`src/scpi_regs.svh`:
```
`ifndef SCPI_REGS_SVH
`define SCPI_REGS_SVH
// frame and field layout
`define SCPI_FRAME_BITS 5'd16
`define SCPI_LAST_BIT 4'hF
`define SCPI_DIR_BIT 0
`define SCPI_DIR_WRITE 1'b0
`define SCPI_DIR_READ 1'b1
`define SCPI_DIR_SPONT 1'b0
`define SCPI_IDLE_BYTE 8'h00
// queue depth (log2)
`define SCPI_QUEUE_AW 3
`endif

```
`src/scpi_pkg.sv`:
```
package scpi_pkg;
  typedef enum logic [2:0] {
    SCPI_IDLE = 3'b001,
    SCPI_SHIFT = 3'b010,
    SCPI_WAIT = 3'b100
  } scpi_state_t;
  typedef logic [6:0] scpi_index_t;
  typedef logic [7:0] scpi_byte_t;
endpackage : scpi_pkg

```
`src/scpi_sync.sv`:
```
`timescale 1ns/1ps
// two-flop synchroniser for a group of level inputs
module scpi_sync #(
  parameter int WIDTH = 1
) (
  input wire logic clock_i,
  input wire logic rst_n_i,
  input wire logic [WIDTH-1:0] async_i,
  output logic [WIDTH-1:0] sync_o
);
  logic [WIDTH-1:0] stage1;
  always_ff @(posedge clock_i) begin
    if (!rst_n_i) begin
      stage1 <= '0;
      sync_o <= '0;
    end else begin
      stage1 <= async_i;
      sync_o <= stage1;
    end
  end
endmodule : scpi_sync

```
`src/scpi_port.sv`:
```
`timescale 1ns/1ps
`include "scpi_regs.svh"
module scpi_port #(
  parameter int QUEUE_AW = `SCPI_QUEUE_AW
) (
  input wire logic clock_i,
  input wire logic rst_n_i,
  input wire logic port_type_select_i,
  input wire logic select_n_i,
  input wire logic ctrl_shift_clock_i,
  input wire logic ctrl_serial_in_i,
  output logic ctrl_serial_out_o,
  output logic ctrl_serial_out_oe_o,
  output logic irq_n_out_o,
  output logic irq_n_oe_o,
  // register write strobe to the device core
  output logic wr_valid_o,
  output scpi_pkg::scpi_index_t wr_index_o,
  output scpi_pkg::scpi_byte_t wr_data_o,
  // read-back request strobe to the device core
  output logic rb_req_valid_o,
  output scpi_pkg::scpi_index_t rb_req_index_o,
  // message push from the device core
  input wire logic msg_valid_i,
  input wire logic msg_readback_i,
  input wire scpi_pkg::scpi_index_t msg_index_i,
  input wire scpi_pkg::scpi_byte_t msg_data_i,
  output logic msg_ready_o
);
  import scpi_pkg::*;

  // ----------------------------------------
  // pin synchronisers
  // ----------------------------------------
  logic [3:0] pins_s;
  scpi_sync #(.WIDTH(4)) u_sync (
    .clock_i(clock_i),
    .rst_n_i(rst_n_i),
    .async_i({port_type_select_i, select_n_i, ctrl_shift_clock_i, ctrl_serial_in_i}),
    .sync_o(pins_s)
  );
  wire mode_s = pins_s[3];
  wire sel_n_s = pins_s[2];
  wire sck_s = pins_s[1];
  wire sdi_s = pins_s[0];

  // ----------------------------------------
  // pin edge detection
  // ----------------------------------------
  logic sck_d;
  logic sel_n_d;
  always_ff @(posedge clock_i) begin
    if (!rst_n_i) begin
      sck_d <= 1'b0;
      sel_n_d <= 1'b1;
    end else begin
      sck_d <= sck_s;
      sel_n_d <= sel_n_s;
    end
  end

  wire active = mode_s & ~sel_n_s;
  wire sck_rise = active & sck_s & ~sck_d;
  wire sck_fall = active & ~sck_s & sck_d;
  wire sel_fall = mode_s & ~sel_n_s & sel_n_d;
  wire sel_rise = sel_n_s & ~sel_n_d;

  // ----------------------------------------
  // message queue
  // ----------------------------------------
  localparam int DEPTH = 1 << QUEUE_AW;
  logic [15:0] queue_mem [DEPTH];
  logic [QUEUE_AW:0] wr_ptr;
  logic [QUEUE_AW:0] rd_ptr;
  wire [QUEUE_AW:0] fill = wr_ptr - rd_ptr;
  wire q_empty = (fill == '0);
  wire q_full = (fill == (QUEUE_AW + 1)'(DEPTH));
  wire push = msg_valid_i & ~q_full;
  wire [15:0] push_word = {msg_index_i, msg_readback_i, msg_data_i};
  wire [15:0] head_word = queue_mem[rd_ptr[QUEUE_AW-1:0]];

  // ----------------------------------------
  // frame state machine
  // ----------------------------------------
  scpi_state_t state;
  scpi_state_t next_state;
  logic [4:0] bit_cnt;
  logic [15:0] rx_shift;
  logic [15:0] tx_shift;
  logic carrying;

  wire frame_done = (state == SCPI_SHIFT) & sel_rise & (bit_cnt == `SCPI_FRAME_BITS);
  wire frame_abort = (state == SCPI_SHIFT) & sel_rise & (bit_cnt != `SCPI_FRAME_BITS);
  wire pop = frame_done & carrying;
  wire [15:0] load_word = q_empty ? {`SCPI_IDLE_BYTE, `SCPI_IDLE_BYTE} : head_word;

  // ----------------------------------------
  // next state decode
  // ----------------------------------------
  always_comb begin
    next_state = state;
    case (state)
      SCPI_IDLE: begin
        if (sel_fall) begin
          next_state = SCPI_SHIFT;
        end
      end
      SCPI_SHIFT: begin
        if (sel_rise) begin
          next_state = SCPI_IDLE;
        end else if (!mode_s) begin
          next_state = SCPI_WAIT;
        end
      end
      SCPI_WAIT: begin
        if (sel_n_s) begin
          next_state = SCPI_IDLE;
        end
      end
      default: next_state = SCPI_IDLE;
    endcase
  end

  // ----------------------------------------
  // state register
  // ----------------------------------------
  always_ff @(posedge clock_i) begin
    if (!rst_n_i) begin
      state <= SCPI_IDLE;
    end else begin
      state <= next_state;
    end
  end

  // ----------------------------------------
  // bit counter and shift registers
  // ----------------------------------------
  always_ff @(posedge clock_i) begin
    if (!rst_n_i) begin
      bit_cnt <= '0;
      rx_shift <= '0;
      tx_shift <= '0;
      carrying <= 1'b0;
    end else if (sel_fall && state == SCPI_IDLE) begin
      bit_cnt <= '0;
      tx_shift <= load_word;
      carrying <= ~q_empty;
    end else if (state == SCPI_SHIFT) begin
      if (sck_rise && bit_cnt != `SCPI_FRAME_BITS) begin
        rx_shift <= {rx_shift[14:0], sdi_s};
        bit_cnt <= bit_cnt + 5'd1;
      end
      if (sck_fall && bit_cnt != 5'd0) begin
        tx_shift <= {tx_shift[14:0], 1'b0};
      end
    end
  end

  // ----------------------------------------
  // queue pointers
  // ----------------------------------------
  function automatic logic [QUEUE_AW:0] bump(input logic [QUEUE_AW:0] ptr);
    return ptr + 1'b1;
  endfunction : bump

  always_ff @(posedge clock_i) begin
    if (!rst_n_i) begin
      wr_ptr <= '0;
    end else if (push) begin
      wr_ptr <= bump(wr_ptr);
    end
  end

  // read pointer moves only on a complete frame
  always_ff @(posedge clock_i) begin
    if (!rst_n_i) begin
      rd_ptr <= '0;
    end else if (pop) begin
      rd_ptr <= bump(rd_ptr);
    end
  end

  always_ff @(posedge clock_i) begin
    if (push) begin
      queue_mem[wr_ptr[QUEUE_AW-1:0]] <= push_word;
    end
  end

  // ----------------------------------------
  // received field decode
  // ----------------------------------------
  function automatic scpi_index_t rx_index(input logic [15:0] word);
    return word[15:9];
  endfunction : rx_index

  function automatic logic rx_dir(input logic [15:0] word);
    return word[8];
  endfunction : rx_dir

  function automatic scpi_byte_t rx_content(input logic [15:0] word);
    return word[7:0];
  endfunction : rx_content

  wire frame_write = frame_done & (rx_dir(rx_shift) == `SCPI_DIR_WRITE);
  wire frame_readback = frame_done & (rx_dir(rx_shift) == `SCPI_DIR_READ);
  wire last_pop = pop & (fill == (QUEUE_AW + 1)'(1));
  wire oe_next = (next_state == SCPI_SHIFT);
  wire space_next = ~q_full & ~(msg_valid_i & (fill == (QUEUE_AW + 1)'(DEPTH - 1)));
  logic irq_blocked;
  // request withheld from select fall until select is high again
  wire irq_want = mode_s & sel_n_s & ~irq_blocked & ~sel_fall & ~(q_empty | last_pop);

  // ----------------------------------------
  // serial output pin
  // ----------------------------------------
  always_ff @(posedge clock_i) begin
    if (!rst_n_i) begin
      ctrl_serial_out_o <= 1'b0;
      ctrl_serial_out_oe_o <= 1'b0;
    end else begin
      ctrl_serial_out_o <= tx_shift[15];
      ctrl_serial_out_oe_o <= oe_next;
    end
  end

  // ----------------------------------------
  // interrupt request
  // ----------------------------------------
  always_ff @(posedge clock_i) begin
    if (!rst_n_i) begin
      irq_blocked <= 1'b0;
    end else if (sel_fall) begin
      irq_blocked <= 1'b1;
    end else if (sel_n_s) begin
      irq_blocked <= 1'b0;
    end
  end

  always_ff @(posedge clock_i) begin
    if (!rst_n_i) begin
      irq_n_out_o <= 1'b0;
      irq_n_oe_o <= 1'b0;
    end else begin
      irq_n_out_o <= 1'b0;
      irq_n_oe_o <= irq_want;
    end
  end

  // ----------------------------------------
  // strobes and fields to the device core
  // ----------------------------------------
  always_ff @(posedge clock_i) begin
    if (!rst_n_i) begin
      wr_valid_o <= 1'b0;
      rb_req_valid_o <= 1'b0;
    end else begin
      wr_valid_o <= frame_write;
      rb_req_valid_o <= frame_readback;
    end
  end

  always_ff @(posedge clock_i) begin
    if (!rst_n_i) begin
      wr_index_o <= '0;
      wr_data_o <= '0;
      rb_req_index_o <= '0;
    end else if (frame_done) begin
      wr_index_o <= rx_index(rx_shift);
      wr_data_o <= rx_content(rx_shift);
      rb_req_index_o <= rx_index(rx_shift);
    end
  end

  always_ff @(posedge clock_i) begin
    if (!rst_n_i) begin
      msg_ready_o <= 1'b0;
    end else begin
      msg_ready_o <= space_next;
    end
  end
endmodule : scpi_port

```
`config.mk`:
```
export PLATFORM = sky130hd
export DESIGN_NAME = scpi_port
export DESIGN_NICKNAME = d
export VERILOG_FILES = /design/src/scpi_pkg.sv /design/src/scpi_sync.sv /design/src/scpi_port.sv
export VERILOG_INCLUDE_DIRS = /design/src /design/src/src
export SDC_FILE = /design/constraint.sdc
export NUM_CORES = 1
export LEC_CHECK = 0
export ABC_AREA = 0
export CAP_MARGIN = 20
export CORE_UTILIZATION = 40
export DETAILED_ROUTE_END_ITERATION = 16
export DONT_BUFFER_PORTS = 1
export PLACE_DENSITY = 0.57
export SLEW_MARGIN = 0
export SYNTH_ARGS = -nofsm -noshare
export SYNTH_HDL_FRONTEND = slang
export SYNTH_SLANG_ARGS = --single-unit
```
`constraint.sdc`:
```
create_clock -name clock_i -period 12.3 [get_ports clock_i]
set_clock_uncertainty 0.1 [all_clocks]
set_input_delay 2.46 -clock clock_i [delete_from_list [all_inputs] [get_ports clock_i]]
set_output_delay 2.46 -clock clock_i [all_outputs]
set_load 0.02 [all_outputs]
```
==> results of run 1 <==
==> stage by stage <==
step / setup slack [ns] / instances / power [mW]
3_5_place_dp: 8.33 / 782 / 0.855
4_1_cts: 8.62 / 825 / 1.57
3_3_place_gp: 8.37 / 782 / 0.852
2_1_floorplan: 7.28 / 538 / 0.839
5_1_grt: 8.61 / 826 / 1.61
6_report: 8.65 / 826 / 1.55
==> power groups by stage <==
stage	Sequential (mW)	Clock [mW]	Combinational, mW
finish	0.783	0.712	0.0562
global route	0.785	0.760	0.0615
CTS	0.783	0.735	0.0568
global placement	0.797	0	0.0552
floorplan	0.795	0	0.0439
detailed placement	0.798	0	0.0565
==> cell usage in the layout, fill, tap and decap left out, types with 3 or more instances in the layout <==
cell / instances
edfxtp_1: 128
dfxtp_1: 82
mux2i_1: 48
nor2b_1: 35
mux4_2: 32
o21ai_0: 27
clkbuf_16: 27
o211a_1: 16
and2_1: 15
nand2_1: 14
buf_4: 11
nor2_1: 9
inv_1: 7
a21oi_1: 7
ha_1: 7
xnor2_1: 6
o21ai_1: 6
xor2_1: 5
and3_1: 5
clkinv_2: 5
nor4_2: 4
nand3_1: 4
clkbuf_1: 4
clkbuf_8: 4
nor3_2: 3
nand2b_1: 3
==> cells by family after synthesis <==
family / share of synthesized area
compound gates: 0.0531
flops: 0.657
fa+ha+maj: 0.0128
xor+xnor: 0.0115
other cells: 0.000446
buf+inv: 0.0320
simple gates: 0.0888
mux: 0.144
==> worst max-delay path by stage <==
stage                                              start                   endpoint  slack [ns]  cells past startpoint
after floorplan                              msg_valid_i  queue_mem[4][0]$_DFFE_PP_        7.28                      3
after global placement                       msg_valid_i  queue_mem[7][8]$_DFFE_PP_        8.37                      3
after detailed placement                     msg_valid_i  queue_mem[7][7]$_DFFE_PP_        8.33                      3
after CTS                 rb_req_index_o[2]$_SDFFE_PN0N_              wr_index_o[2]        8.62                      0
after global routing      rb_req_index_o[2]$_SDFFE_PN0N_              wr_index_o[2]        8.61                      0
final                     rb_req_index_o[2]$_SDFFE_PN0N_              wr_index_o[2]        8.65                      0
==> sequential cells by signal, indices dropped and copies added, names as in the netlist, 5 cells and up, named ones only <==
name	flops
rx_shift	16
queue_mem	128
wr_data_o	8
bit_cnt	5
tx_shift	16
rb_req_index_o	7
==> routing by layer <==
metal / share of wire / wire length, µm / global-route usage / vias to the layer above
met3: 0.046 / 698 / 0.0304 / 29
met1: 0.46 / 7110 / 0.199 / 2142
met4: 0.023 / 355 / 0.0454 / 0
li1: - / - / - / 2019
met5: 0 / 0 / 0 / -
met2: 0.47 / 7160 / 0.236 / 94
==> layout make-up <==
| cell class | instances | area, µm² | area share |
|---|---|---|---|
| clock buffers | 35 | 746 | 0.0786 |
| clock inverters | 8 | 75.1 | 0.00792 |
| inverters | 7 | 26.3 | 0.00277 |
| multi-input cells | 282 | 2660 | 0.281 |
| flip-flops and latches | 212 | 5530 | 0.583 |
| well taps | 270 | 338 | 0.0356 |
| repair buffers | 12 | 110 | 0.0116 |
==> results.env, run 1 <==
RUN_STATUS='finished clean'
HOLD_FIX_BUFFER_COUNT_AFTER_CTS=0
PLACEDINSTANCEAREA_UM2=8630
MIN_TO='u_sync.sync_o[3]$_SDFF_PN0_'
HOLD_VIOLATIONS=0
ANTENNA_VIOLATING_NETS_POST_ROUTE=0
ENDPOINT_REQUIRED_TIME_ON_THE_CRITICAL_PATH_NS=9.74
FINALHOLDWORSTSLACK_NS=0.332
SYNTH_CELL_TYPES=54
COUNT_OF_FINAL_SETUP_VIOLATORS=0
WHS_PATH_DEPTH=1
POWER.SHARE.COMBINATIONAL=0.036
P_LEAK_nW=3.21
CRITICALPATHCATEGORY='reg2out'
FLOORPLAN.ROWS=52
CTS_ROOT_BUFFER='clkbuf_16'
CRITPATHLAUNCHTYPE='register'
VDD_DROP_MAX_uV=126
POST_CTS_SIZING=0
START_UTIL=0.412
DETAILROUTE.VIA_COUNT=4284
DRV_SLEW=0
POWER.SWITCHING_FRACTION=0.201
MAXSLEWHEADROOM=0.449
REG2REGPATHDEPTH=8
POWER.CLOCK.FRACTION=0.459
HP-CLASS='reg2reg'
SYNTHDOMINANTCELLAREASHARE=0.457
MIN-DELAY-START='u_sync.stage1[3]$_SDFF_PN0_'
TIMING.CRITICAL_PATH.FANOUT_MAX=3
PWR-SHARE-SEQ=0.505
REG2REG_TO='queue_mem[7][8]$_DFFE_PP_'
POWER_PER_CELL_AREA_nW_PER_UM2=164
WL_PER_CELL_UM=18.6
DRT_PRE_ANTENNA_ITERS=4
POSTSYNTHNETCOUNT=569
VIAS_PER_CELL=5.19
RRSETUPSLACK_NS=8.97
FINAL_PERIOD_UTIL=0.296
POST_CTS.REPAIR.SETUP_BUFFERS=0
SYNTH_MOST_COMMON_CELL='edfxtp_1'
CORE_BOX_AREA_UM2=20400
WL_MM=15.3
OVERFLOW=0
SYNTH_ENABLE_FLOP_CELLS=128
MAXCLOCKFREQUENCY_GHz=0.274
ANTENNADIODECOUNT=0
PIN_COUNT_OF_THE_BIGGEST_NET_ENTERING_GLOBAL_ROUTING=81
FINAL_NETS=570
RSZ0062_AT_GRT='no'
AREA_GROWTH_SYN_TO_LAYOUT_PCT=12.8
POSTSYNTH.ASYNCRESETSHARE=0
FILLERS=1799
ROUTABILITYCONGESTION=0.716
POST-ROUTE-UTIL=0.464
TIMING.CRITICAL_PATH.TO_TYPE='output port'
MOST_COMMON_FLOP_CELL_MAPPED_BY_YOSYS='edfxtp_1'
FINAL_LAYOUT_SIZE_SUFFIX_GT1_FRAC=0.187
YOSYSWARNINGCOUNT=0
MAXCAPVIOLCOUNT=0
SYNTH_AREA_UM2=8410
PORT_BUFFERS=0
H_TREE_DEPTH=1
POST-SYNTH-TOP-AREA-CELL='edfxtp_1'
DIE_H_UM=147
POWER_SWITCHING_mW=0.312
CLKLATENCYLATEPIN_NS=0.51
DESIGN.DIE.AREA_UM2=21600
WORSTPATHARRIVAL_NS=1.09
TIGHTESTPINTRANSITION_NS=0.827
GRT_ANTENNA_BEFORE_REPAIR=0
POWER_REPORT.INTERNAL_TOTAL_mW=1.24
FIN_SETUP_TNS_NS=0
POST-DP-HPWL_MM=9.59
FINAL_AREA_UM2=9480
IO_PINS=52
GRT_USE_TOTAL=0.146
CTS_BUFFERS=24
DRT_ITER0_DRC=361
FIRST_GLOBAL_VIAS=4412
NETLIST_TOP_CELLS_AREA='edfxtp_1 (46%), dfxtp_1 (20%), mux4_2 (8.6%)'
FINALWORSTPATHREQUIREDPERIOD_NS=3.65
TRITONCTS_NUM_SINKS=212
NETLIST_TOP_CELLS_COUNT='edfxtp_1 (128), dfxtp_1 (84), mux2i_1 (48)'
CTS_TREE='yes'
SYNTHCELLS=538
REG2REG_FROM='wr_ptr[0]$_SDFFE_PN0P_'
POST-ROUTE-DRC-COUNT=0
SEQ_AREA_FRAC_SYNTH=0.657
FLOORPLAN.DIE.WIDTH_UM=147
POSTSYNTHAREAPERCELL_UM2=15.6
YS_FF_LATCH=212
FIRST_PASS_GRT_WIRE_LENGTH_MM=24.3
CTS_BUFFER_DEPTH=3
CTS.REPORTEDPATHS.CLKPINSLEW_NS=0.06
Note: power is estimated with default switching activity, not from simulation.
==> inputs of run 2 (changes only) <==
==> constraint.sdc (replaced) <==
create_clock -name clock_i -period 3.8 [get_ports clock_i]
set_clock_uncertainty 0.1 [all_clocks]
set_input_delay 0.76 -clock clock_i [delete_from_list [all_inputs] [get_ports clock_i]]
set_output_delay 0.76 -clock clock_i [all_outputs]
set_load 0.02 [all_outputs]
==> results.env, run 2 (synthesis gave the netlist of run 1 again) <==
START_UTIL=0.412
DRV_SLEW=0
FINALWORSTPATHREQUIREDPERIOD_NS=3.22
PATH_BUF_INV=2
RUN_STATUS='finished clean'
FINAL_COMMON_CELL='edfxtp_1'
GRT_USE_TOTAL=0.145
FIRST_PASS_GRT_WIRE_LENGTH_MM=24.3
FIRST_GLOBAL_VIAS=4354
MAXCAPVIOLCOUNT=0
LARGEST_REG_FLOPS=128
ANTENNA_VIOLATING_NETS_POST_ROUTE=0
WORST_PATH_MAX_DELAY_CELL='dfxtp_1'
VIAS_PER_CELL=5.22
COMMONEST_CELLS_AFTER_ROUTING_FILL_AND_TAPS_ASIDE='edfxtp_1 (128), dfxtp_1 (82), mux2i_1 (48)'
HP-CLASS='in2reg'
OVERFLOW=0
CTS_ROOT_BUFFER='clkbuf_16'
MAXCLOCKFREQUENCY_GHz=0.311
MIN-DELAY-START='msg_index_i[3]'
POST-PLACE-WS_NS=0.549
CTS.REPORTEDPATHS.CLKPINSLEW_NS=0.06
FILLERS=1762
FINAL_PERIOD_UTIL=0.847
RSZ0062_AT_GRT='no'
CP-STARTPOINT='wr_ptr[0]$_SDFFE_PN0P_'
FINISH.CELL_COUNT_WITHOUT_FILLERS=825
DETAILROUTE.VIA_COUNT=4309
H_TREE_DEPTH=1
POWER_PER_CELL_AREA_nW_PER_UM2=507
FINAL_NETS=570
ROUTABILITYCONGESTION=0.745
WORSTPATHARRIVAL_NS=3.36
TIMING.CRITICAL_PATH.MAX_DELAY_FAMILY='adder cells'
PIN_COUNT_OF_THE_BIGGEST_NET_ENTERING_GLOBAL_ROUTING=81
CRITICALPATHCATEGORY='reg2reg'
P_LEAK_nW=3.14
CTS_BUFFER_DEPTH=3
VDD_DROP_MAX_uV=368
REG2REG_FROM='wr_ptr[0]$_SDFFE_PN0P_'
MAXSLEWHEADROOM=0.418
COUNT_OF_FINAL_SETUP_VIOLATORS=0
TIMING.CRITICAL_PATH.FANOUT_MAX=17
CTS_BUFFERS=22
FLOORPLAN.DIE.WIDTH_UM=147
CTS_TREE='yes'
POST-DP-HPWL_MM=9.47
ANTENNADIODECOUNT=0
CRITICAL_PATH.MAX_STAGE_DELAY_NS=0.61
DIE_H_UM=147
FLOORPLAN.ROWS=52
GRT_ANTENNA_BEFORE_REPAIR=0
WL_PER_CELL_UM=18.5
IO_PINS=52
TIGHTESTPINTRANSITION_NS=0.873
CLKLATENCYLATEPIN_NS=0.51
DRT_PRE_ANTENNA_ITERS=6
DESIGN.DIE.AREA_UM2=21600
ENDPOINT_REQUIRED_TIME_ON_THE_CRITICAL_PATH_NS=3.94
POST_CTS_SIZING=0
HOLD_VIOLATIONS=0
TIMING.CRITICAL_PATH.TO_TYPE='register'
WORST_SLACK_NS=0.580
FINAL_LAYOUT_SIZE_SUFFIX_GT1_FRAC=0.177
DRT_ITER0_DRC=276
HOLD_FIX_BUFFER_COUNT_AFTER_CTS=0
POST_CTS.REPAIR.SETUP_BUFFERS=0
CRITPATHLAUNCHTYPE='register'
POST-ROUTE-UTIL=0.458
CRITICAL_PATH.CELL_CHAIN='inv_1 -> ha_1 -> fa_1 -> xor2_1 -> nand3_2 -> o31ai_4 -> nor3_2 -> buf_4'
FINALHOLDWORSTSLACK_NS=0.242
POST-ROUTE-DRC-COUNT=0
TRITONCTS_NUM_SINKS=212
CORE_BOX_AREA_UM2=20400
AREA_GROWTH_SYN_TO_LAYOUT_PCT=11.3
PORT_BUFFERS=0
INST_COUNT_DP=785
WL_MM=15.2
run 2: power by group:
group	switching [mW]	internal, mW	leakage [nW]	total [mW]
registers	0.0310	2.51	1.84	2.54
logic	0.106	0.0791	0.962	0.185
clock network	0.846	1.18	0.331	2.02
total	0.983	3.76	3.14	4.75
run 2: metal layers:
layer | routed length [µm] | part of all wire | GRT usage | vias to the layer above
li1 | - | - | - | 2024
met1 | 7160 | 0.47 | 0.196 | 2179
met2 | 7080 | 0.46 | 0.237 | 83
met3 | 685 | 0.045 | 0.0311 | 23
met4 | 298 | 0.020 | 0.0371 | 0
met5 | 0 | 0 | 0 | -
run 2: final timing paths:
path | to | slack, ns | cells after the start
min reg2reg | u_sync.sync_o[2]$_SDFF_PN0_ | 0.33 | 1
max | queue_mem[7][12]$_DFFE_PP_ | 0.58 | 8
max reg2reg | queue_mem[7][12]$_DFFE_PP_ | 0.58 | 8
min | queue_mem[3][12]$_DFFE_PP_ | 0.24 | 0
run 2: layout make-up:
cell class              count  area [µm²]  share of cell area
clock buffers              31         604              0.0646
clock inverters             9        80.1             0.00856
multi-input cells         282        2680               0.286
repair buffers             14         105              0.0112
inverters                   7        26.3             0.00281
flip-flops and latches    212        5530               0.591
well taps                 270         338              0.0361
run 2: worst reg2reg max path, delay by kind of cell (launching register included):
| family | cells | cell delay (ns) |
|---|---|---|
| AND/OR/NAND/NOR | 2 | 0.28 |
| XOR/XNOR | 1 | 0.29 |
| buffers and inverters | 2 | 0.43 |
| flip-flops | 1 | 0.61 |
| AO/OA/AOI/OAI | 1 | 0.58 |
| adder cells (fa/ha/maj) | 2 | 0.67 |
run 2: stage by stage:
step / setup TNS, ns / power [mW] / cell area, µm²
4_1_cts: 0 / 4.81 / 9360
3_5_place_dp: 0 / 2.77 / 8670
5_1_grt: 0 / 4.91 / 9360
6_report: 0 / 4.75 / 9360
3_3_place_gp: 0 / 2.76 / 8670
2_1_floorplan: -8.31 / 2.72 / 8410
==> inputs of run 3 (changes only) <==
--- a/config.mk
+++ b/config.mk
@@ -11,7 +11,7 @@
 export CORE_UTILIZATION = 40
 export DETAILED_ROUTE_END_ITERATION = 16
 export DONT_BUFFER_PORTS = 1
-export PLACE_DENSITY = 0.57
+export PLACE_DENSITY = 0.59
 export SLEW_MARGIN = 0
 export SYNTH_ARGS = -nofsm -noshare
 export SYNTH_HDL_FRONTEND = slang
==> constraint.sdc (replaced) <==
create_clock -name clock_i -period 2.9 [get_ports clock_i]
set_clock_uncertainty 0.1 [all_clocks]
set_input_delay 0.58 -clock clock_i [delete_from_list [all_inputs] [get_ports clock_i]]
set_output_delay 0.58 -clock clock_i [all_outputs]
set_load 0.02 [all_outputs]
==> results.env, run 3 (synthesis gave the netlist of run 1 again) <==
FINAL_COMMON_CELL='edfxtp_1'
AREA_GROWTH_SYN_TO_LAYOUT_PCT=14.6
POWER.SHARE.COMBINATIONAL=0.047
GLOBALROUTEMET3UTIL=0.0314
CTS.REPORTEDPATHS.CLKPINSLEW_NS=0.06
ENDPOINT_REQUIRED_TIME_ON_THE_CRITICAL_PATH_NS=2.93
WORST_SLACK_NS=0.162
FINALWORSTPATHREQUIREDPERIOD_NS=2.74
CP-STARTPOINT='wr_ptr[0]$_SDFFE_PN0P_'
RRSETUPSLACK_NS=0.16
MAXCAPVIOLCOUNT=0
POST_CTS_SIZING=0
VDD_DROP_MAX_uV=512
CRITICALPATHCATEGORY='reg2reg'
FILLERS=1785
HOLD_VIOLATIONS=0
DIE_H_UM=147
TRITONCTS_NUM_SINKS=212
REG2REGPATHDEPTH=8
FIRST_PASS_GRT_WIRE_LENGTH_MM=24.2
AREA_OCCUPIED_BY_MULTI_INPUT_GATES_UM2=2740
DRT_PRE_ANTENNA_ITERS=4
GRT_USE_TOTAL=0.143
POWER.CLOCK.FRACTION=0.438
GR-USAGE-MET2=0.249
PORT_BUFFERS=0
MAXSLEWHEADROOM=0.382
H_TREE_DEPTH=1
FINISH.CELL_COUNT_WITHOUT_FILLERS=840
POWER_REPORT.INTERNAL_TOTAL_mW=5.16
WL_PER_CELL_UM=17.8
COUNT_OF_FINAL_SETUP_VIOLATORS=0
GRT_ANTENNA_BEFORE_REPAIR=0
REG2REG_TO='queue_mem[5][9]$_DFFE_PP_'
CRITPATHLAUNCHTYPE='register'
POST-DP-HPWL_MM=9.43
FINALHOLDWORSTSLACK_NS=0.0700
COMMONEST_CELLS_AFTER_ROUTING_FILL_AND_TAPS_ASIDE='edfxtp_1 (128), dfxtp_1 (82), mux2i_1 (48)'
FLOORPLAN.ROWS=52
TIGHTESTPINTRANSITION_NS=0.925
CORE_BOX_AREA_UM2=20400
FLOORPLAN.DIE.WIDTH_UM=147
ANTENNA_VIOLATING_NETS_POST_ROUTE=0
WORSTPATHARRIVAL_NS=2.76
CTS_TREE='yes'
DRT_ITER0_DRC=155
IO_PINS=52
RSZ0062_AT_GRT='no'
CLKLATENCYLATEPIN_NS=0.50
HP-CLASS='in2reg'
DETAILROUTE.VIA_COUNT=4286
ANTENNADIODECOUNT=0
CTS_BUFFERS=23
GLOBAL_ROUTE.USAGE.MET1=0.179
POST-PLACE-WS_NS=0.00524
REG2REG_FROM='wr_ptr[0]$_SDFFE_PN0P_'
FINAL_NETS=588
DESIGN.DIE.AREA_UM2=21600
TIMING.CRITICAL_PATH.TO='queue_mem[5][9]$_DFFE_PP_'
ROUTABILITYCONGESTION=0.761
CTS_BUFFER_DEPTH=3
DRV_SLEW=0
TIMING.CRITICAL_PATH.FANOUT_MAX=16
FIN_SETUP_TNS_NS=0
WL_MM=15.0
P_LEAK_nW=3.25
POST-ROUTE-DRC-COUNT=0
PWR-SHARE-SEQ=0.515
MAXCLOCKFREQUENCY_GHz=0.365
CTS_ROOT_BUFFER='clkbuf_16'
POWER_SWITCHING_mW=1.27
PIN_COUNT_OF_THE_BIGGEST_NET_ENTERING_GLOBAL_ROUTING=81
RUN_STATUS='finished clean'
POWER.SWITCHING_FRACTION=0.198
GRT.BUSIEST_LAYER='met2'
FINAL_PERIOD_UTIL=0.944
OVERFLOW=0
INST_COUNT_DP=801
START_UTIL=0.412
TIMING.CRITICAL_PATH.TO_TYPE='register'
FINAL_LAYOUT_SIZE_SUFFIX_GT1_FRAC=0.209
LAYOUT.AREA.SEQ_UM2=5530
POWER_PER_CELL_AREA_nW_PER_UM2=668
VIAS_PER_CELL=5.10
FIRST_GLOBAL_VIAS=4511
LARGEST_REG_FLOPS=128
[run 3: changes by cell type in the layout (fill, tap and decap cells not counted), moves of 2 or more]
cell | previous run | this run
nor4_4 | 1 | 5
buf_12 | 0 | 2
clkinv_1 | 3 | 1
nor4_2 | 4 | 0
clkbuf_16 | 22 | 24
clkinv_2 | 3 | 1
buf_6 | 0 | 2
buf_4 | 14 | 27
[run 3: critical path: stages (launching register included)]
cell and delay [ns]:
dfxtp_1 0.37, clkinvlp_4 0.13, ha_4 0.17, fa_2 0.35, xor2_2 0.16, nand3_2 0.10
o31ai_4 0.08, buf_12 0.15, nor3_4 0.75
[run 3: worst min-delay path by stage]
stage / start / to / cells after the start
finish: msg_index_i[6] / queue_mem[1][15]$_DFFE_PP_ / 0
global route: msg_readback_i / queue_mem[5][8]$_DFFE_PP_ / 0
CTS: rst_n_i / state[0]$_SDFF_PN1_ / 1
detailed placement: u_sync.stage1[3]$_SDFF_PN0_ / u_sync.sync_o[3]$_SDFF_PN0_ / 1
global placement: u_sync.stage1[0]$_SDFF_PN0_ / u_sync.sync_o[0]$_SDFF_PN0_ / 1
floorplan: u_sync.stage1[0]$_SDFF_PN0_ / u_sync.sync_o[0]$_SDFF_PN0_ / 1
[run 3: layout make-up]
cell class,count,share of cell area
clock inverters,5,0.00805
well taps,270,0.0351
multi-input cells,282,0.284
repair buffers,31,0.0275
inverters,7,0.00312
clock buffers,33,0.0679
flip-flops and latches,212,0.574
[run 3: power by group through the flow]
stage | combinational (mW) | clock [mW] | sequential, mW
after global routing | 0.328 | 3.01 | 3.32
final | 0.301 | 2.82 | 3.31
after detailed placement | 0.306 | 0 | 3.38
after CTS | 0.307 | 2.91 | 3.31
after global placement | 0.291 | 0 | 3.37
after floorplan | 0.219 | 0 | 3.37
[run 3: metal layers]
metal / up-vias / share of wire
met2: 80 / 0.49
met1: 2130 / 0.44
met5: - / 0
li1: 2049 / -
met3: 27 / 0.048
met4: 0 / 0.022
[run 3: per-stage QoR]
stage	cell area (µm²)	util	total power [mW]
after floorplan	8550	-	3.59
after detailed placement	8880	0.435	3.68
after CTS	9610	0.470	6.53
after global placement	8860	0.434	3.67
final	9630	0.471	6.43
after global routing	9630	0.471	6.66
[run 3: repair_timing]
action	in CTS	in global routing
setup buffers	0	1
pin swaps	1	1
hold buffers	0	0
hold endpoints to repair	0	0
setup endpoints to repair	16	16
